--- config.mk ---
export PLATFORM = sky130hd
export DESIGN_NAME = motion_detect_result_regs
export DESIGN_NICKNAME = d
export VERILOG_FILES = /design/src/logic/motion_pkg.sv /design/src/logic/motion_detect_result_regs.sv
export VERILOG_INCLUDE_DIRS = /design/src /design/src/logic
export SDC_FILE = /design/constraint.sdc
export NUM_CORES = 1
export LEC_CHECK = 0
export ABC_AREA = 1
export BUFFER_PORTS_ARGS = -buffer_cell sky130_fd_sc_hd__buf_4
export CORE_ASPECT_RATIO = 0.7
export CORE_MARGIN = 2
export CORE_UTILIZATION = 35
export DETAILED_ROUTE_END_ITERATION = 16
export GPL_TIMING_DRIVEN = 0
export PLACE_DENSITY = 0.64
export RECOVER_POWER = 100
export SLEW_MARGIN = 20
export SYNTH_ARGS = -nofsm -noshare
export SYNTH_HDL_FRONTEND = slang
export SYNTH_SLANG_ARGS = --single-unit
export TNS_END_PERCENT = 50
--- constraint.sdc ---
create_clock -name ref_clk -period 3.5 [get_ports ref_clk]
set_clock_uncertainty 0.1 [all_clocks]
set_input_delay 0.35 -clock ref_clk [delete_from_list [all_inputs] [get_ports ref_clk]]
set_output_delay 0.35 -clock ref_clk [all_outputs]
set_load 0.02 [all_outputs]
--- src/logic/motion_regs.svh ---
// register offsets, field widths, reset values and codes of the motion result block
// assumes byte-wide registers on an eight-bit register address
`ifndef MOTION_REGS_SVH
`define MOTION_REGS_SVH

`define Z_ACCEL_LOW_ADDR 8'h12
`define Z_ACCEL_HIGH_ADDR 8'h13
`define TEMPERATURE_LOW_ADDR 8'h14
`define TEMPERATURE_HIGH_ADDR 8'h15
`define AUX_CONV_LOW_ADDR 8'h16
`define AUX_CONV_HIGH_ADDR 8'h17
`define SOFTWARE_RESTART_ADDR 8'h1F
`define MOTION_THRESHOLD_LOW_ADDR 8'h20
`define MOTION_THRESHOLD_HIGH_ADDR 8'h21
`define MOTION_DWELL_COUNT_ADDR 8'h22
`define STILLNESS_THRESHOLD_LOW_ADDR 8'h23
`define STILLNESS_THRESHOLD_HIGH_ADDR 8'h24
`define STILLNESS_COUNT_LOW_ADDR 8'h25
`define STILLNESS_COUNT_HIGH_ADDR 8'h26

`define SOFTWARE_RESTART_CODE 8'h52
`define REG_RESET_VALUE 8'h00
`define RESTART_READ_VALUE 8'h00
`define UNMAPPED_READ_VALUE 8'h00

`define RESULT_WIDTH 12
`define THRESHOLD_WIDTH 11
`define THRESHOLD_HIGH_BITS 3
`define SIGN_EXT_BITS 4

`endif

--- src/logic/motion_pkg.sv ---
// types shared by the motion result block and its surroundings
// assumes the header of offsets and widths is on the include path
`include "motion_regs.svh"

package motion_pkg;

	// one register request from the host port, taken in a single clock
	typedef struct packed {
		logic wr;
		logic rd;
		logic [7:0] addr;
		logic [7:0] wdata;
	} reg_req_t;

	// one synchronous set of sensor conversions
	typedef struct packed {
		logic valid;
		logic [`RESULT_WIDTH-1:0] x_accel;
		logic [`RESULT_WIDTH-1:0] y_accel;
		logic [`RESULT_WIDTH-1:0] z_accel;
		logic [`RESULT_WIDTH-1:0] temperature;
		logic [`RESULT_WIDTH-1:0] aux_conv;
	} sample_t;

	typedef enum logic [1:0] {
		PWR_STANDBY,
		PWR_MEASURE
	} power_state_t;

endpackage

--- src/logic/motion_detect_result_regs.sv ---
// result registers, coded restart and motion/stillness detection of the sensor
// assumes host port and sample source are logic on ref_clk; only the interrupt pin level is synchronised
`timescale 1ns/1ns
`include "motion_regs.svh"

// Notes on behaviour
// - z result is 12-bit two's complement: low eight bits, then top four bits.
// - high byte bits 15..12 all copy bit 11 as sign extension.
// - temperature result is 12-bit sign-extended, split low byte and high byte.
// - auxiliary conversion result is 12-bit sign-extended, split low and high byte.
// - writing 0x52 to the restart register clears all settings and enters standby.
// - restart releases the interrupt pin to high impedance; keepers hold its level.
// - restart register is write-only and reads back as 0x00.
// - motion compares each sample magnitude against the unsigned 11-bit threshold.
// - motion threshold is low register eight bits plus three high bits.
// - motion flagged after the dwell count of consecutive samples with an axis above.
// - motion dwell count of zero behaves as one.
// - in wake-up mode the dwell count is ignored; one sample suffices.
// - stillness compares each sample magnitude against the unsigned 11-bit threshold.
// - stillness threshold is low register eight bits plus three high bits.
// - stillness flagged after the 16-bit count of samples with all axes below.
// - stillness count is a low and high byte, up to 0xFFFF samples.
// - stillness count of zero behaves as one.
// - completed motion detection sets the motion flag.
// - completed stillness detection sets the stillness flag.
// - configuration error is set at startup and restart, cleared by any other write.
module motion_detect_result_regs (
	// clock and reset
	input wire logic ref_clk,
	input wire logic rst,
	// host register port
	input wire motion_pkg::reg_req_t reg_req,
	output logic [7:0] rd_data,
	output logic rd_valid,
	// sensor conversions and mode inputs
	input wire motion_pkg::sample_t sample,
	input wire logic wake_mode,
	input wire logic measure_req,
	input wire logic flag_ack,
	// status
	output logic motion_flag,
	output logic stillness_flag,
	output logic config_error,
	output logic standby,
	// interrupt pin, three-signal form
	input wire logic int_pin_in,
	output logic int_pin_out,
	output logic int_pin_oe
);

	localparam int RW = `RESULT_WIDTH;
	localparam int TW = `THRESHOLD_WIDTH;

	// ==========================================================
	// register request decode
	logic restart_hit;
	logic plain_write;

	assign restart_hit = reg_req.wr && reg_req.addr == `SOFTWARE_RESTART_ADDR &&
		reg_req.wdata == `SOFTWARE_RESTART_CODE;
	assign plain_write = reg_req.wr && !restart_hit;

	// ==========================================================
	// stored settings
	logic [7:0] motion_threshold_low;
	logic [`THRESHOLD_HIGH_BITS-1:0] motion_threshold_high;
	logic [7:0] motion_dwell_count;
	logic [7:0] stillness_threshold_low;
	logic [`THRESHOLD_HIGH_BITS-1:0] stillness_threshold_high;
	logic [7:0] stillness_count_low;
	logic [7:0] stillness_count_high;

	always_ff @(posedge ref_clk or posedge rst) begin
		if (rst) begin
			motion_threshold_low <= `REG_RESET_VALUE;
			motion_threshold_high <= '0;
			motion_dwell_count <= `REG_RESET_VALUE;
			stillness_threshold_low <= `REG_RESET_VALUE;
			stillness_threshold_high <= '0;
			stillness_count_low <= `REG_RESET_VALUE;
			stillness_count_high <= `REG_RESET_VALUE;
		end else if (restart_hit) begin
			motion_threshold_low <= `REG_RESET_VALUE;
			motion_threshold_high <= '0;
			motion_dwell_count <= `REG_RESET_VALUE;
			stillness_threshold_low <= `REG_RESET_VALUE;
			stillness_threshold_high <= '0;
			stillness_count_low <= `REG_RESET_VALUE;
			stillness_count_high <= `REG_RESET_VALUE;
		end else if (reg_req.wr) begin
			unique case (reg_req.addr)
				`MOTION_THRESHOLD_LOW_ADDR: motion_threshold_low <= reg_req.wdata;
				// only the three low bits of the high byte are kept
				`MOTION_THRESHOLD_HIGH_ADDR: motion_threshold_high <= reg_req.wdata[`THRESHOLD_HIGH_BITS-1:0];
				`MOTION_DWELL_COUNT_ADDR: motion_dwell_count <= reg_req.wdata;
				`STILLNESS_THRESHOLD_LOW_ADDR: stillness_threshold_low <= reg_req.wdata;
				`STILLNESS_THRESHOLD_HIGH_ADDR: stillness_threshold_high <= reg_req.wdata[`THRESHOLD_HIGH_BITS-1:0];
				`STILLNESS_COUNT_LOW_ADDR: stillness_count_low <= reg_req.wdata;
				`STILLNESS_COUNT_HIGH_ADDR: stillness_count_high <= reg_req.wdata;
				default: ;
			endcase
		end
	end

	logic [TW-1:0] motion_threshold;
	logic [TW-1:0] stillness_threshold;
	logic [15:0] stillness_count;

	assign motion_threshold = {motion_threshold_high, motion_threshold_low};
	assign stillness_threshold = {stillness_threshold_high, stillness_threshold_low};
	assign stillness_count = {stillness_count_high, stillness_count_low};

	// ==========================================================
	// power state
	motion_pkg::power_state_t power_state;

	always_ff @(posedge ref_clk or posedge rst) begin
		if (rst) begin
			power_state <= motion_pkg::PWR_STANDBY;
		end else if (restart_hit) begin
			power_state <= motion_pkg::PWR_STANDBY;
		end else if (measure_req) begin
			power_state <= motion_pkg::PWR_MEASURE;
		end
	end

	logic measuring;
	logic take_sample;

	assign measuring = power_state == motion_pkg::PWR_MEASURE;
	assign take_sample = sample.valid && measuring && !restart_hit;

	always_ff @(posedge ref_clk or posedge rst) begin
		if (rst) begin
			standby <= 1'b1;
		end else begin
			standby <= restart_hit || (!measure_req && !measuring);
		end
	end

	// ==========================================================
	// result storage, held as 12-bit values and extended on read
	logic [RW-1:0] z_result;
	logic [RW-1:0] temperature_result;
	logic [RW-1:0] aux_result;

	always_ff @(posedge ref_clk or posedge rst) begin
		if (rst) begin
			z_result <= '0;
			temperature_result <= '0;
			aux_result <= '0;
		end else if (restart_hit) begin
			z_result <= '0;
			temperature_result <= '0;
			aux_result <= '0;
		end else if (take_sample) begin
			z_result <= sample.z_accel;
			temperature_result <= sample.temperature;
			aux_result <= sample.aux_conv;
		end
	end

	function automatic logic [7:0] high_byte(input logic [RW-1:0] v);
		high_byte = {{`SIGN_EXT_BITS{v[RW-1]}}, v[RW-1:8]};
	endfunction

	// ==========================================================
	// register read: answer one clock after the request
	logic [7:0] next_rd_data;

	always_comb begin
		next_rd_data = `UNMAPPED_READ_VALUE;
		unique case (reg_req.addr)
			`Z_ACCEL_LOW_ADDR: next_rd_data = z_result[7:0];
			`Z_ACCEL_HIGH_ADDR: next_rd_data = high_byte(z_result);
			`TEMPERATURE_LOW_ADDR: next_rd_data = temperature_result[7:0];
			`TEMPERATURE_HIGH_ADDR: next_rd_data = high_byte(temperature_result);
			`AUX_CONV_LOW_ADDR: next_rd_data = aux_result[7:0];
			`AUX_CONV_HIGH_ADDR: next_rd_data = high_byte(aux_result);
			`SOFTWARE_RESTART_ADDR: next_rd_data = `RESTART_READ_VALUE;
			`MOTION_THRESHOLD_LOW_ADDR: next_rd_data = motion_threshold_low;
			`MOTION_THRESHOLD_HIGH_ADDR: next_rd_data = {5'h00, motion_threshold_high};
			`MOTION_DWELL_COUNT_ADDR: next_rd_data = motion_dwell_count;
			`STILLNESS_THRESHOLD_LOW_ADDR: next_rd_data = stillness_threshold_low;
			`STILLNESS_THRESHOLD_HIGH_ADDR: next_rd_data = {5'h00, stillness_threshold_high};
			`STILLNESS_COUNT_LOW_ADDR: next_rd_data = stillness_count_low;
			`STILLNESS_COUNT_HIGH_ADDR: next_rd_data = stillness_count_high;
			default: next_rd_data = `UNMAPPED_READ_VALUE;
		endcase
	end

	always_ff @(posedge ref_clk or posedge rst) begin
		if (rst) begin
			rd_data <= 8'h00;
			rd_valid <= 1'b0;
		end else begin
			rd_data <= reg_req.rd ? next_rd_data : 8'h00;
			rd_valid <= reg_req.rd;
		end
	end

	// ==========================================================
	// per-axis magnitude against both thresholds
	function automatic logic [RW-1:0] magnitude(input logic [RW-1:0] v);
		// full-scale negative gives 2048, still representable unsigned
		magnitude = v[RW-1] ? RW'(~v + 1'b1) : v;
	endfunction

	logic [2:0][RW-1:0] axis;
	logic [2:0] axis_above;
	logic [2:0] axis_below;

	assign axis = {sample.z_accel, sample.y_accel, sample.x_accel};

	genvar g;
	generate
		for (g = 0; g < 3; g++) begin : g_axis
			assign axis_above[g] = magnitude(axis[g]) > {1'b0, motion_threshold};
			assign axis_below[g] = magnitude(axis[g]) < {1'b0, stillness_threshold};
		end
	endgenerate

	logic motion_hit;
	logic still_hit;

	assign motion_hit = |axis_above;
	assign still_hit = &axis_below;

	// ==========================================================
	// consecutive-sample counters
	logic [7:0] motion_target;
	logic [16:0] still_target;
	logic [7:0] motion_run;
	logic [16:0] still_run;
	logic motion_done;
	logic still_done;

	// zero is read as one; wake-up mode always needs just one sample
	assign motion_target = (wake_mode || motion_dwell_count == 8'h00) ? 8'h01 : motion_dwell_count;
	assign still_target = (stillness_count == 16'h0000) ? 17'h00001 : {1'b0, stillness_count};
	assign motion_done = take_sample && motion_hit && ({1'b0, motion_run} + 9'h001 >= {1'b0, motion_target});
	assign still_done = take_sample && still_hit && (still_run + 17'h00001 >= still_target);

	always_ff @(posedge ref_clk or posedge rst) begin
		if (rst) begin
			motion_run <= 8'h00;
		end else if (restart_hit) begin
			motion_run <= 8'h00;
		end else if (take_sample) begin
			if (!motion_hit || motion_done) begin
				motion_run <= 8'h00;
			end else begin
				motion_run <= motion_run + 8'h01;
			end
		end
	end

	always_ff @(posedge ref_clk or posedge rst) begin
		if (rst) begin
			still_run <= 17'h00000;
		end else if (restart_hit) begin
			still_run <= 17'h00000;
		end else if (take_sample) begin
			if (!still_hit || still_done) begin
				still_run <= 17'h00000;
			end else begin
				still_run <= still_run + 17'h00001;
			end
		end
	end

	// ==========================================================
	// flags: a detection in the acknowledge cycle wins
	always_ff @(posedge ref_clk or posedge rst) begin
		if (rst) begin
			motion_flag <= 1'b0;
			stillness_flag <= 1'b0;
		end else if (restart_hit) begin
			motion_flag <= 1'b0;
			stillness_flag <= 1'b0;
		end else begin
			motion_flag <= motion_done || (motion_flag && !flag_ack);
			stillness_flag <= still_done || (stillness_flag && !flag_ack);
		end
	end

	always_ff @(posedge ref_clk or posedge rst) begin
		if (rst) begin
			config_error <= 1'b1;
		end else if (restart_hit) begin
			config_error <= 1'b1;
		end else if (plain_write) begin
			config_error <= 1'b0;
		end
	end

	// ==========================================================
	// interrupt pin: released on restart until software writes again
	logic [1:0] int_pin_sync;
	always_ff @(posedge ref_clk or posedge rst) begin
		if (rst) begin
			int_pin_sync <= 2'b00;
			int_pin_oe <= 1'b0;
			int_pin_out <= 1'b0;
		end else begin
			int_pin_sync <= {int_pin_sync[0], int_pin_in};
			int_pin_oe <= !restart_hit && (int_pin_oe || plain_write);
			// while released, follow the synchronised kept level so re-enabling causes no glitch
			int_pin_out <= !restart_hit &&
				(int_pin_oe ? (motion_done || still_done || motion_flag || stillness_flag) : int_pin_sync[1]);
		end
	end
endmodule

# After elaboration in Yosys (flattened, before gate mapping)
# Cells that the tools add are included.
# word_totals
regBits	126
latchBits	0
ramBits	0
mem_bits_ro	0
in_bits	85
output_inout_bits	15
memories	0
# op_classes
n_addsub	6
mul	0
div	0
order_cmp	8
eq_ne	16
n_shift	0
muxes	47
n_bitwise	3
n_reduce_logical	52
# op_table
operator	n
8-bit 2-to-1 mux	20
12-bit 2-to-1 mux	9
8-bit case mux with 13 select lines	1
8-bit by 5-bit == test with 1-bit output (second input constant)	7
8-bit by 6-bit == test with 1-bit output (second input constant)	7
17-bit 2-to-1 mux	3
12-bit by 1-bit adder with 12-bit output (second input constant)	3
12-bit by 11-bit greater-than comparator with 1-bit output	3
12-bit by 11-bit less-than comparator with 1-bit output	3
12-bit NOT	3
2-bit nonzero test	11
3-bit 2-to-1 mux	6
17-bit by 1-bit adder with 17-bit output (second input constant)	1
17-bit by 16-bit greater-or-equal comparator with 1-bit output	1
16-bit zero test	1
16-bit 2-to-1 mux	1
1-bit logical AND	14
2-bit AND reduction	7
1-bit logical OR	10
8-bit by 1-bit adder with 9-bit output (second input constant)	1
9-bit by 8-bit greater-or-equal comparator with 1-bit output	1
8-bit by 1-bit adder with 8-bit output (second input constant)	1
8-bit by 7-bit == test with 1-bit output (second input constant)	1
8-bit zero test	1
other kinds (6)	16

# Longest topological paths before layout
# Gate-level depths: netlist (run 1).
# logic_depth
depth_word	12
ltp_mapped	21
mapped_depth_nobuf	21

# Least setup slack after synthesis (run 1)
# No wires, ideal clock.
# synth_timing
path_kind	register -> register
start	reg still_run[0]
end	reg still_run[2]
setup_time_ps	66
arrival_ps	2557
required_ps	3334
setup_slack_ps	777
stages_incl_launch_ff	20
period_less_slack_ps	2723
path_cell_list	dfrtp_1 ha_1 nand3_1 nor2_1 nand2_1 nor2_1 nand2_1 xor2_1 inv_1 ha_1 nand2_1 nor2_1 a211oi_1 nand2_1 nand2_1 nand2_1 nand2_1 buf_2 nand4_1 nand2_1
# synth_via
elab_chain_len	7
# synth_lines
item	line	rtl
from (decl)	motion_detect_result_regs.sv:234	logic [16:0] still_run;
from (signal assigned)	motion_detect_result_regs.sv:267	still_run <= still_run + 17'h00001;
17-bit by 1-bit adder with 17-bit output (*)	motion_detect_result_regs.sv:242, motion_detect_result_regs.sv:267	
17-bit by 16-bit greater-or-equal comparator with 1-bit output	motion_detect_result_regs.sv:242	assign still_done = take_sample && still_hit && (still_run + 17'h00001 >= still_target);
1-bit logical AND	motion_detect_result_regs.sv:242	
1-bit logical OR	motion_detect_result_regs.sv:264	if (!still_hit || still_done) begin
17-bit 2-to-1 mux (*)	motion_detect_result_regs.sv:264	
17-bit 2-to-1 mux (*)	motion_detect_result_regs.sv:263	end else if (take_sample) begin
17-bit 2-to-1 mux (*)	motion_detect_result_regs.sv:261	end else if (restart_hit) begin
# Mark *: on every way between the ends. The rest lies on a longest branch, timed or not. The select of a mux whose other input is x is not followed.
# A chain may end at the register's enable or synchronous reset.

# Worst setup path after layout (run 1)
# layout_timing
start	reg still_run[0]
end	reg still_run[3]
# Same word-level chain as after synthesis.

==> results of run 1 <==
[logic make-up after synthesis]
family / synth area share (%)
buf+inv: 7.80
xor+xnor: 4.56
compound gates: 14.9
flops: 36.3
fa+ha+maj: 13.3
simple gates: 23.1
[power breakdown]
group	switching, mW	leakage, nW	internal [mW]
registers	0.0800	1.62	1.55
logic	0.775	3.19	0.450
clock network	0.731	0.292	1.13
total	1.59	5.11	3.14
[registers in the layout, indices dropped and copies added, names as in the netlist, 12 cells and up]
| name | count |
|---|---|
| still_run | 17 |
| aux_result | 12 |
| temperature_result | 12 |
| z_result | 12 |
[synthesized netlist by cell type, drive strengths merged]
cell	number
o22ai	16
o31ai	6
a41oi	1
o41ai	1
a22o	17
a21oi	62
and3	1
nor3	13
o21ai	95
nand4	40
nor2	80
buf	14
xor2	39
inv	149
nand2	272
nor3b	1
clkbuf	6
a31oi	7
ha	92
a21o	3
nor4	3
or2	1
xnor2	6
dfstp	2
dfrtp	123
o21a	2
a211oi	4
o2111ai	6
nand3b	2
o21bai	3
nand3	46
[worst paths after layout]
| path | cells past startpoint | endpoint | startpoint | slack, ns |
|---|---|---|---|---|
| worst max-delay path | 18 | still_run[3] | still_run[0] | 0.35 |
| worst min-delay path | 3 | temperature_result[3] | sample[15] | 0.04 |
| worst max register to register | 18 | still_run[3] | still_run[0] | 0.35 |
| worst min register to register | 0 | int_pin_sync[1] | int_pin_sync[0] | 0.25 |
| max in group asynchronous | 5 | aux_result[9] | rst | 0.56 |
| min in group asynchronous | 3 | int_pin_sync[0] | rst | 0.41 |
[timing repair]
item                                   4_1_cts  5_1_grt
buffers inserted                             0        0
endpoints found under the hold margin       12        0
hold buffers                                 4        0
setup endpoints to repair                    0       11
resized for setup                            0        2
[per-layer routing]
metal  vias to the layer above  wire (µm)  track usage, %
met2                       332      10800            29.6
met4                         0        353            4.62
met3                        25       2270            3.96
li1                       3995          -               -
met5                         -          0               0
met1                      3776      13300            33.3
[final cells by class]
type	instances	area, µm²
inverter	149	561
sequential	125	3130
multi-input combinational	819	4810
clock inverter	14	184
clock buffer	18	429
buffer	20	93.8
tap	325	407
fill	2501	14100
timing repair buffer	105	727
[stage by stage]
stage	setup WS, ns	hold WS, ns	util [%]
after floorplan	0.777	0.231	-
after global placement	0.218	0.238	40.0
after detailed placement	0.168	0.240	40.3
after CTS	0.197	0.0334	43.0
after global routing	0.00898	0.0444	42.3
final	0.354	0.0397	42.3
[worst min-delay path, delay by kind of cell]
| family | cells | cell delay [ns] |
|---|---|---|
| buffers and inverters | 1 | 0.08 |
| and+or+nand+nor | 1 | 0.04 |
| AOI/OAI and AO/OA | 1 | 0.06 |
==> metrics.txt, run 1 <==
outcome finished, violations left; violated checks capacitance limit, slew limit; # IOs 100; Layout area overhead 19.8%; Critical Path Sink Type flip-flop; Routed WL 26800 µm; All-Layer GR Usage 21.2%; setup_tns 0 ns; RSZ-0062 raised after global routing no; GRT Residual Overflow 0; pwr/cell area 457 mW/mm²; Yosys top cell area share 35.6%; Crit Path Category flip-flop to flip-flop; worst stage delay on the critical path 0.42 ns; antenna viol nets, final 0; Vias/cell 5.16; initial core utilization 35.3%; DR pass1 iterations 5; Sink Count 125; routed via count 8128; share of cells above drive strength 1 11.4%; Min-Delay Path Class input pin to flip-flop; Worst EP required 3.70 ns; final cycle utilization of the critical path 89.9%; Top delay family on crit path simple AND/OR/NAND/NOR gates; initial antenna violation count 0; clk slew on worst S/H paths 0.06 ns; pin count of the biggest net entering global routing 33; CP max FO 10; final setup fails 0; hpwl dp 21300 µm; slew at the pin closest to its max-slew limit 1.74 ns; Syn Area/Cell 7.76 µm²; TritonCTS clock tree yes; Leak Pwr 5.11 nW; Final Cell Area 0.0103 mm²; syn nets 1290; # H-tree levels 4; critical path arrival 3.35 ns; root buffer cell clkbuf_16; Pwr Total 4.72 mW; DIE AREA 0.0260 mm²; DRC Markers 0; Yosys warnings 0; 1st-iter DRT viols 715; worst skew pair latency 0.42 ns; cts bufs inserted 17; Slew Viols, Final 64; port buffer count 97; Yosys cell types 42; maximum vdd drop 0.288 mV; most used cell, CP nand2_1; CTS Buffer Depth 2; Rel. slew slack -16.1%; fin nets 1414; GPL Wtd Cong 0.920; most frequent cells in the layout 268 x nand2_1, 144 x inv_1, 123 x dfrtp_1, 93 x o21ai_0, 92 x ha_1; antenna diode count 0; synthesized cell area 0.00863 mm²; Max Fclk 318 MHz; height of the die 135 µm; Startpoint Class flip-flop; Final min period 3.15 ns; Core Area 0.0244 mm²; first-pass GRT wire length 41700 µm; Non-Filler Instances 1575; DP Area 0.00986 mm²; Max-Cap Viols 2; final hold vios 0; Mapped Cells 1113; drt wl/cell 17.0 µm; chip width 192 µm; Post-Place Cells 1539; post-synthesis register bit count 125; vias in the first global route 7525; WP buf/inv 1; post-synthesis sequential area ratio 36.3%; cell taking the most area after synthesis dfrtp_1; Crit-path slowest cell dfrtp_1; top cells by area, synth dfrtp_1 36%, ha_1 13%, nand2_1 12%, inv_1 6.2%, o21ai_0 5.3%; worst path cell trace ha_1, nand3_1, nor2_1, nand3_1, xnor2_1, ha_1, nand2_1, nor2_1, nand3_1, nand4_1, nand2_1, nand2_1, nand2_1, nand2_1, nand2_2, buf_2, nand4_1, nand2_1; Row Count 48; commonest non-fill, non-tap cell in the layout nand2_1
No activity file was read; power rests on OpenSTA's default activity.
==> run 2: changes to the inputs <==
--- a/config.mk
+++ b/config.mk
@@ -14,7 +14,6 @@
 export DETAILED_ROUTE_END_ITERATION = 16
 export GPL_TIMING_DRIVEN = 0
 export PLACE_DENSITY = 0.64
-export RECOVER_POWER = 100
 export SLEW_MARGIN = 20
 export SYNTH_ARGS = -nofsm -noshare
 export SYNTH_HDL_FRONTEND = slang
==> run 2 against run 1 <==
The flow now finishes without violations. Register-to-register slack about the same. Combinational power grew 3%. Critical path depth down 2. Core utilization up 0.71 points. Critical endpoint unchanged.
==> metrics.txt, run 2 (synthesis gave the netlist of run 1 again) <==
outcome completed; Max Fclk 317 MHz; Max-Cap Viols 0; worst stage delay on the critical path 0.42 ns; DR pass1 iterations 5; chip width 192 µm; sw power 1.60 mW; # H-tree levels 4; Row Count 48; Startpoint Class flip-flop; height of the die 135 µm; CTS Buffer Depth 2; final setup fails 0; multi-input logic area 0.00484 mm²; Biggest register still_run; pin count of the biggest net entering global routing 33; RSZ-0062 raised after global routing no; All-Layer GR Usage 21.2%; FILL cells 2463; setup repair bufs after CTS 0; Sink Count 125; antenna viol nets, final 0; part of the power in combinational logic 26.4%; port buffer count 97; Worst EP required 3.75 ns; Leak Pwr 5.24 nW; DP Area 0.00986 mm²; hpwl dp 21300 µm; worst path cell trace ha_1, nand3_1, nor2_1, nand2_1, nor2_2, nand4_1, xnor2_1, ha_1, nand2_1, inv_1, nand4_1, o21bai_1, a21oi_2, buf_4, nand4_1, nand2_1; TritonCTS clock tree yes; hold_ws 0.0425 ns; initial core utilization 35.3%; Vias/cell 5.16; clock power share 39.3%; Final min period 3.16 ns; critical path arrival 3.41 ns; Critical Path Sink Type flip-flop; pwr/cell area 453 mW/mm²; Rel. slew slack 59.6%; worst skew pair latency 0.42 ns; Core Area 0.0244 mm²; max reg flops 17; commonest non-fill, non-tap cell in the layout nand2_1; GRT Residual Overflow 0; initial antenna violation count 0; Final Cell Area 0.0105 mm²; sequential power share 34.3%; 1st-iter DRT viols 702; drt wl/cell 17.1 µm; vias in the first global route 7525; Crit-path slowest cell dfrtp_1; CP max FO 10; slew at the pin closest to its max-slew limit 0.603 ns; share of cells above drive strength 1 14.0%; cts bufs inserted 17; DRC Markers 0; setup_tns 0 ns; routed via count 8127; Routed WL 26900 µm; sw frac 33.5%; maximum vdd drop 0.303 mV; Layout area overhead 21.8%; Crit Path Category flip-flop to flip-flop; first-pass GRT wire length 41700 µm; Min-Delay Path Class input pin to flip-flop; # IOs 100; clk slew on worst S/H paths 0.06 ns; DIE AREA 0.0260 mm²; GPL Wtd Cong 0.920; fin nets 1414; Pint 3.17 mW; Slew Viols, Final 0; antenna diode count 0; register area 0.00313 mm²; final cycle utilization of the critical path 90.2%; root buffer cell clkbuf_16; most frequent cells in the layout 265 x nand2_1, 142 x inv_1, 123 x dfrtp_1, 98 x buf_4, 92 x ha_1; final hold vios 0
==> run 2: changes by cell type in the layout (fill, tap and decap cells not counted), moves of 2 or more <==
cell      previous run  this run
inv_2                4         6
o21ai_1              2         4
o21ai_0             93        91
buf_2                6        10
clkbuf_4             5         0
nand2_2              3         5
buf_12               0         3
clkbuf_1            32         7
inv_1              144       142
buf_6                1         3
buf_4               78        98
nand2_1            268       265
==> run 2: stage by stage <==
| step | total power [mW] | utilization [%] | instances | worst slack (ns) |
|---|---|---|---|---|
| floorplan | 2.47 | - | 1113 | 0.777 |
| global placement | 2.85 | 40.0 | 1535 | 0.218 |
| detailed placement | 2.89 | 40.3 | 1539 | 0.168 |
| CTS | 4.76 | 43.0 | 1575 | 0.197 |
| global route | 5.03 | 43.0 | 1575 | 0.0171 |
| finish | 4.76 | 43.0 | 1575 | 0.345 |
==> run 2: cell type report <==
type / count / area share, %
Multi-Input combinational cell: 819 / 46.0
Tap cell: 325 / 3.87
Buffer: 20 / 1.08
Clock inverter: 14 / 1.75
Inverter: 149 / 5.35
Clock buffer: 18 / 4.08
Sequential cell: 125 / 29.8
Timing Repair Buffer: 105 / 8.14
==> run 2: final timing paths <==
check	to	startpoint	slack, ns	cells past startpoint
worst max-delay path	still_run[3]	still_run[0]	0.34	16
worst min-delay path	temperature_result[3]	sample[15]	0.04	3
worst max register to register	still_run[3]	still_run[0]	0.34	16
worst min register to register	int_pin_sync[1]	int_pin_sync[0]	0.25	0
max in group asynchronous	aux_result[9]	rst	2.19	5
min in group asynchronous	int_pin_sync[0]	rst	0.38	3
==> run 2: critical path, delay by kind of cell (launching register included) <==
kind            cells  cell delay, ns
fa+ha+maj           2            0.51
compound gates      2            0.43
xor+xnor            1            0.23
simple gates        9            1.09
flops               1            0.42
buf+inv             2            0.30
==> run 2: power groups by stage <==
stage	Sequential (mW)	Clock, mW	Combinational (mW)
2_1_floorplan	1.65	0	0.821
3_3_place_gp	1.66	0	1.19
3_5_place_dp	1.66	0	1.23
4_1_cts	1.63	1.88	1.25
5_1_grt	1.65	1.95	1.43
6_report	1.63	1.87	1.26
==> run 2: what timing repair did <==
item	CTS	global route
hold buffers	4	0
setup endpoints to repair	0	11
hold endpoints to repair	12	0
resized for setup	0	2
==> run 2: layer usage <==
metal,GRT usage [%],vias up,routed length [µm]
met5,0,-,0
met3,3.96,22,2390
met4,4.62,0,310
met1,33.3,3781,13300
met2,29.6,325,10900
li1,-,3999,-
==> run 3: changes to the inputs <==
--- a/config.mk
+++ b/config.mk
@@ -6,10 +6,8 @@
 export SDC_FILE = /design/constraint.sdc
 export NUM_CORES = 1
 export LEC_CHECK = 0
-export ABC_AREA = 1
 export BUFFER_PORTS_ARGS = -buffer_cell sky130_fd_sc_hd__buf_4
 export CORE_ASPECT_RATIO = 0.7
-export CORE_MARGIN = 2
 export CORE_UTILIZATION = 35
 export DETAILED_ROUTE_END_ITERATION = 16
 export GPL_TIMING_DRIVEN = 0
==> run 3 against run 2 <==
Combinational power fell by 29%. Largest power group unchanged. Global-route usage increased by 1.3 points. Sequential share of layout area down 0.32 points. Highest routed layer unchanged. Maximum frequency decreased by 7.0%.
==> metrics.txt, run 3 <==
pre-CTS setup slack -0.709 ns; initial antenna violation count 0; grt met3 use 7.00%; Startpoint Class flip-flop; pin count of the biggest net entering global routing 32; Rel. slew slack 46.0%; cell taking the most area after synthesis dfrtp_1; DIE AREA 0.0250 mm²; Sink Count 125; FFs w/ async S/R, synth 100%; Post-Place Cells 1356; Biggest register still_run; routed via count 7902; 1st-iter DRT viols 689; drt wl/cell 20.0 µm; Syn Area/Cell 9.12 µm²; vias in the first global route 7347; root buffer cell clkbuf_16; post-synthesis register bit count 125; initial core utilization 35.9%; WP buf/inv 1; worst skew pair latency 0.42 ns; most frequent cells in the layout 154 x nand2_1, 122 x dfrtp_1, 107 x buf_4, 90 x ha_1, 60 x a21oi_1; port buffer count 98; grt met2 use 29.4%; Max Fclk 295 MHz; ys flop type dfrtp_1; pwr/cell area 420 mW/mm²; Pwr Total 4.47 mW; Final Core Density 44.8%; share of cells above drive strength 1 19.7%; critical path arrival 3.56 ns; clk slew on worst S/H paths 0.06 ns; cts bufs inserted 17; slew at the pin closest to its max-slew limit 0.804 ns; worst stage delay on the critical path 0.45 ns; Top delay family on crit path simple AND/OR/NAND/NOR gates; DR pass1 iterations 7; DRC Markers 0; GRT busiest layer met1; Mapped Cells 936; syn nets 1113; Worst path depth 15; height of the die 133 µm; # H-tree levels 4; Final min period 3.39 ns; hpwl dp 21900 µm; CTS Buffer Depth 2; final cycle utilization of the critical path 97.0%; worst hold stages 3; commonest cells in the netlist 154 x nand2_1, 123 x dfrtp_1, 92 x ha_1; Row Count 47; # IOs 100; first-pass GRT wire length 43000 µm; Non-Filler Instances 1401; All-Layer GR Usage 22.5%; Post-synth EDFFs 0; chip width 189 µm; Crit-path slowest cell dfrtp_2; Max-Cap Viols 0; Critical Path Sink Type flip-flop; antenna diode count 0; Yosys top cell area share 36.1%; max reg flops 17; maximum vdd drop 0.278 mV; Routed WL 28000 µm; top cells by area, synth dfrtp_1 36%, ha_1 13%, nand2_1 6.8%, mux2_2 4.0%, xnor2_1 3.7%; TritonCTS clock tree yes; Leak Pwr 4.72 nW; fin worst setup slack 0.106 ns; post-synthesis sequential area ratio 36.7%; CP max FO 5; outcome completed; Setup crit end stillness_flag; Yosys warnings 0; FF-to-FF path depth 15; Vias/cell 5.64; antenna viol nets, final 0; Core Area 0.0238 mm²; Crit Reg-Reg Startpoint still_run[0]; CP startpoint still_run[0]; R2R Setup Slk 0.11 ns; Yosys cell types 64; worst path cell trace and3_4, nand4b_1, nor2_2, nand4_1, and2_1, or2_2, ha_4, o21a_1, o21ai_2, a31oi_1, o211ai_1, o2111a_2, buf_6, nand2b_1, a21oi_1; GRT Residual Overflow 0; synthesized cell area 0.00854 mm²; GR Layer Usage met1 35.5%; hold_ws 0.0754 ns; Crit Path Category flip-flop to flip-flop; r2r endpoint stillness_flag; Min-Delay Path Class input pin to flip-flop; most frequent cell after synthesis nand2_1; commonest non-fill, non-tap cell in the layout nand2_1; GPL Wtd Cong 0.962; final hold vios 0; Worst EP required 3.67 ns; fin nets 1247; final setup fails 0; Layout area overhead 24.6%; Slew Viols, Final 0
run 3: what timing repair did:
| action | CTS | global route |
|---|---|---|
| setup endpoints to repair | 26 | 27 |
| hold endpoints to repair | 29 | 0 |
| hold buffers | 3 | 0 |
| pin swaps | 4 | 4 |
| setup buffers | 8 | 2 |
| gates resized for setup | 8 | 20 |
| cloned | 0 | 0 |
run 3: how the worst min path moves through the flow:
stage	start	endpoint
2_1_floorplan	int_pin_sync[0]	int_pin_sync[1]
3_3_place_gp	int_pin_sync[0]	int_pin_sync[1]
3_5_place_dp	int_pin_sync[0]	int_pin_sync[1]
4_1_cts	sample[11]	aux_result[11]
5_1_grt	sample[1]	aux_result[1]
6_report	sample[11]	aux_result[11]
run 3: per-stage QoR:
stage / setup TNS (ns) / cell area (µm²)
floorplan: 0 / 8540
global placement: -19.81 / 9670
detailed placement: -15.75 / 9770
CTS: 0 / 10500
global route: -0.0774 / 10600
finish: 0 / 10600
run 3: cell type report:
class / instances / area (µm²)
Clock buffer: 21 / 450
Fill cell: 2342 / 13100
Clock inverter: 11 / 190
Timing Repair Buffer: 115 / 932
Inverter: 48 / 184
Tap cell: 318 / 398
Buffer: 28 / 121
Multi-Input combinational cell: 735 / 5230
Sequential cell: 125 / 3130
run 3: routing by layer:
metal	vias up	wire (µm)
met1	3799	14100
met5	-	0
met2	385	10600
met4	0	374
met3	32	2860
li1	3686	-
run 3: worst register-to-register path, cell delays in order (launching register included):
cell	delay (ns)
dfrtp_2	0.45
and3_4	0.23
nand4b_1	0.17
nor2_2	0.18
nand4_1	0.13
and2_1	0.19
or2_2	0.33
ha_4	0.25
o21a_1	0.19
o21ai_2	0.15
a31oi_1	0.06
o211ai_1	0.17
o2111a_2	0.31
buf_6	0.14
nand2b_1	0.13
a21oi_1	0.07
run 3: where the power goes:
group          internal [mW]  switching, mW
Sequential              1.53         0.0904
Clock                   1.28          0.670
Combinational          0.393          0.506
run 3: logic make-up after synthesis:
| kind of cell | synth area share [%] |
|---|---|
| AOI/OAI and AO/OA | 18.0 |
| xor gates and xnor gates | 3.90 |
| adders and majority gates | 13.5 |
| buffers and inverters | 3.44 |
| DFF | 36.7 |
| muxes | 4.46 |
| and+or+nand+nor | 20.0 |
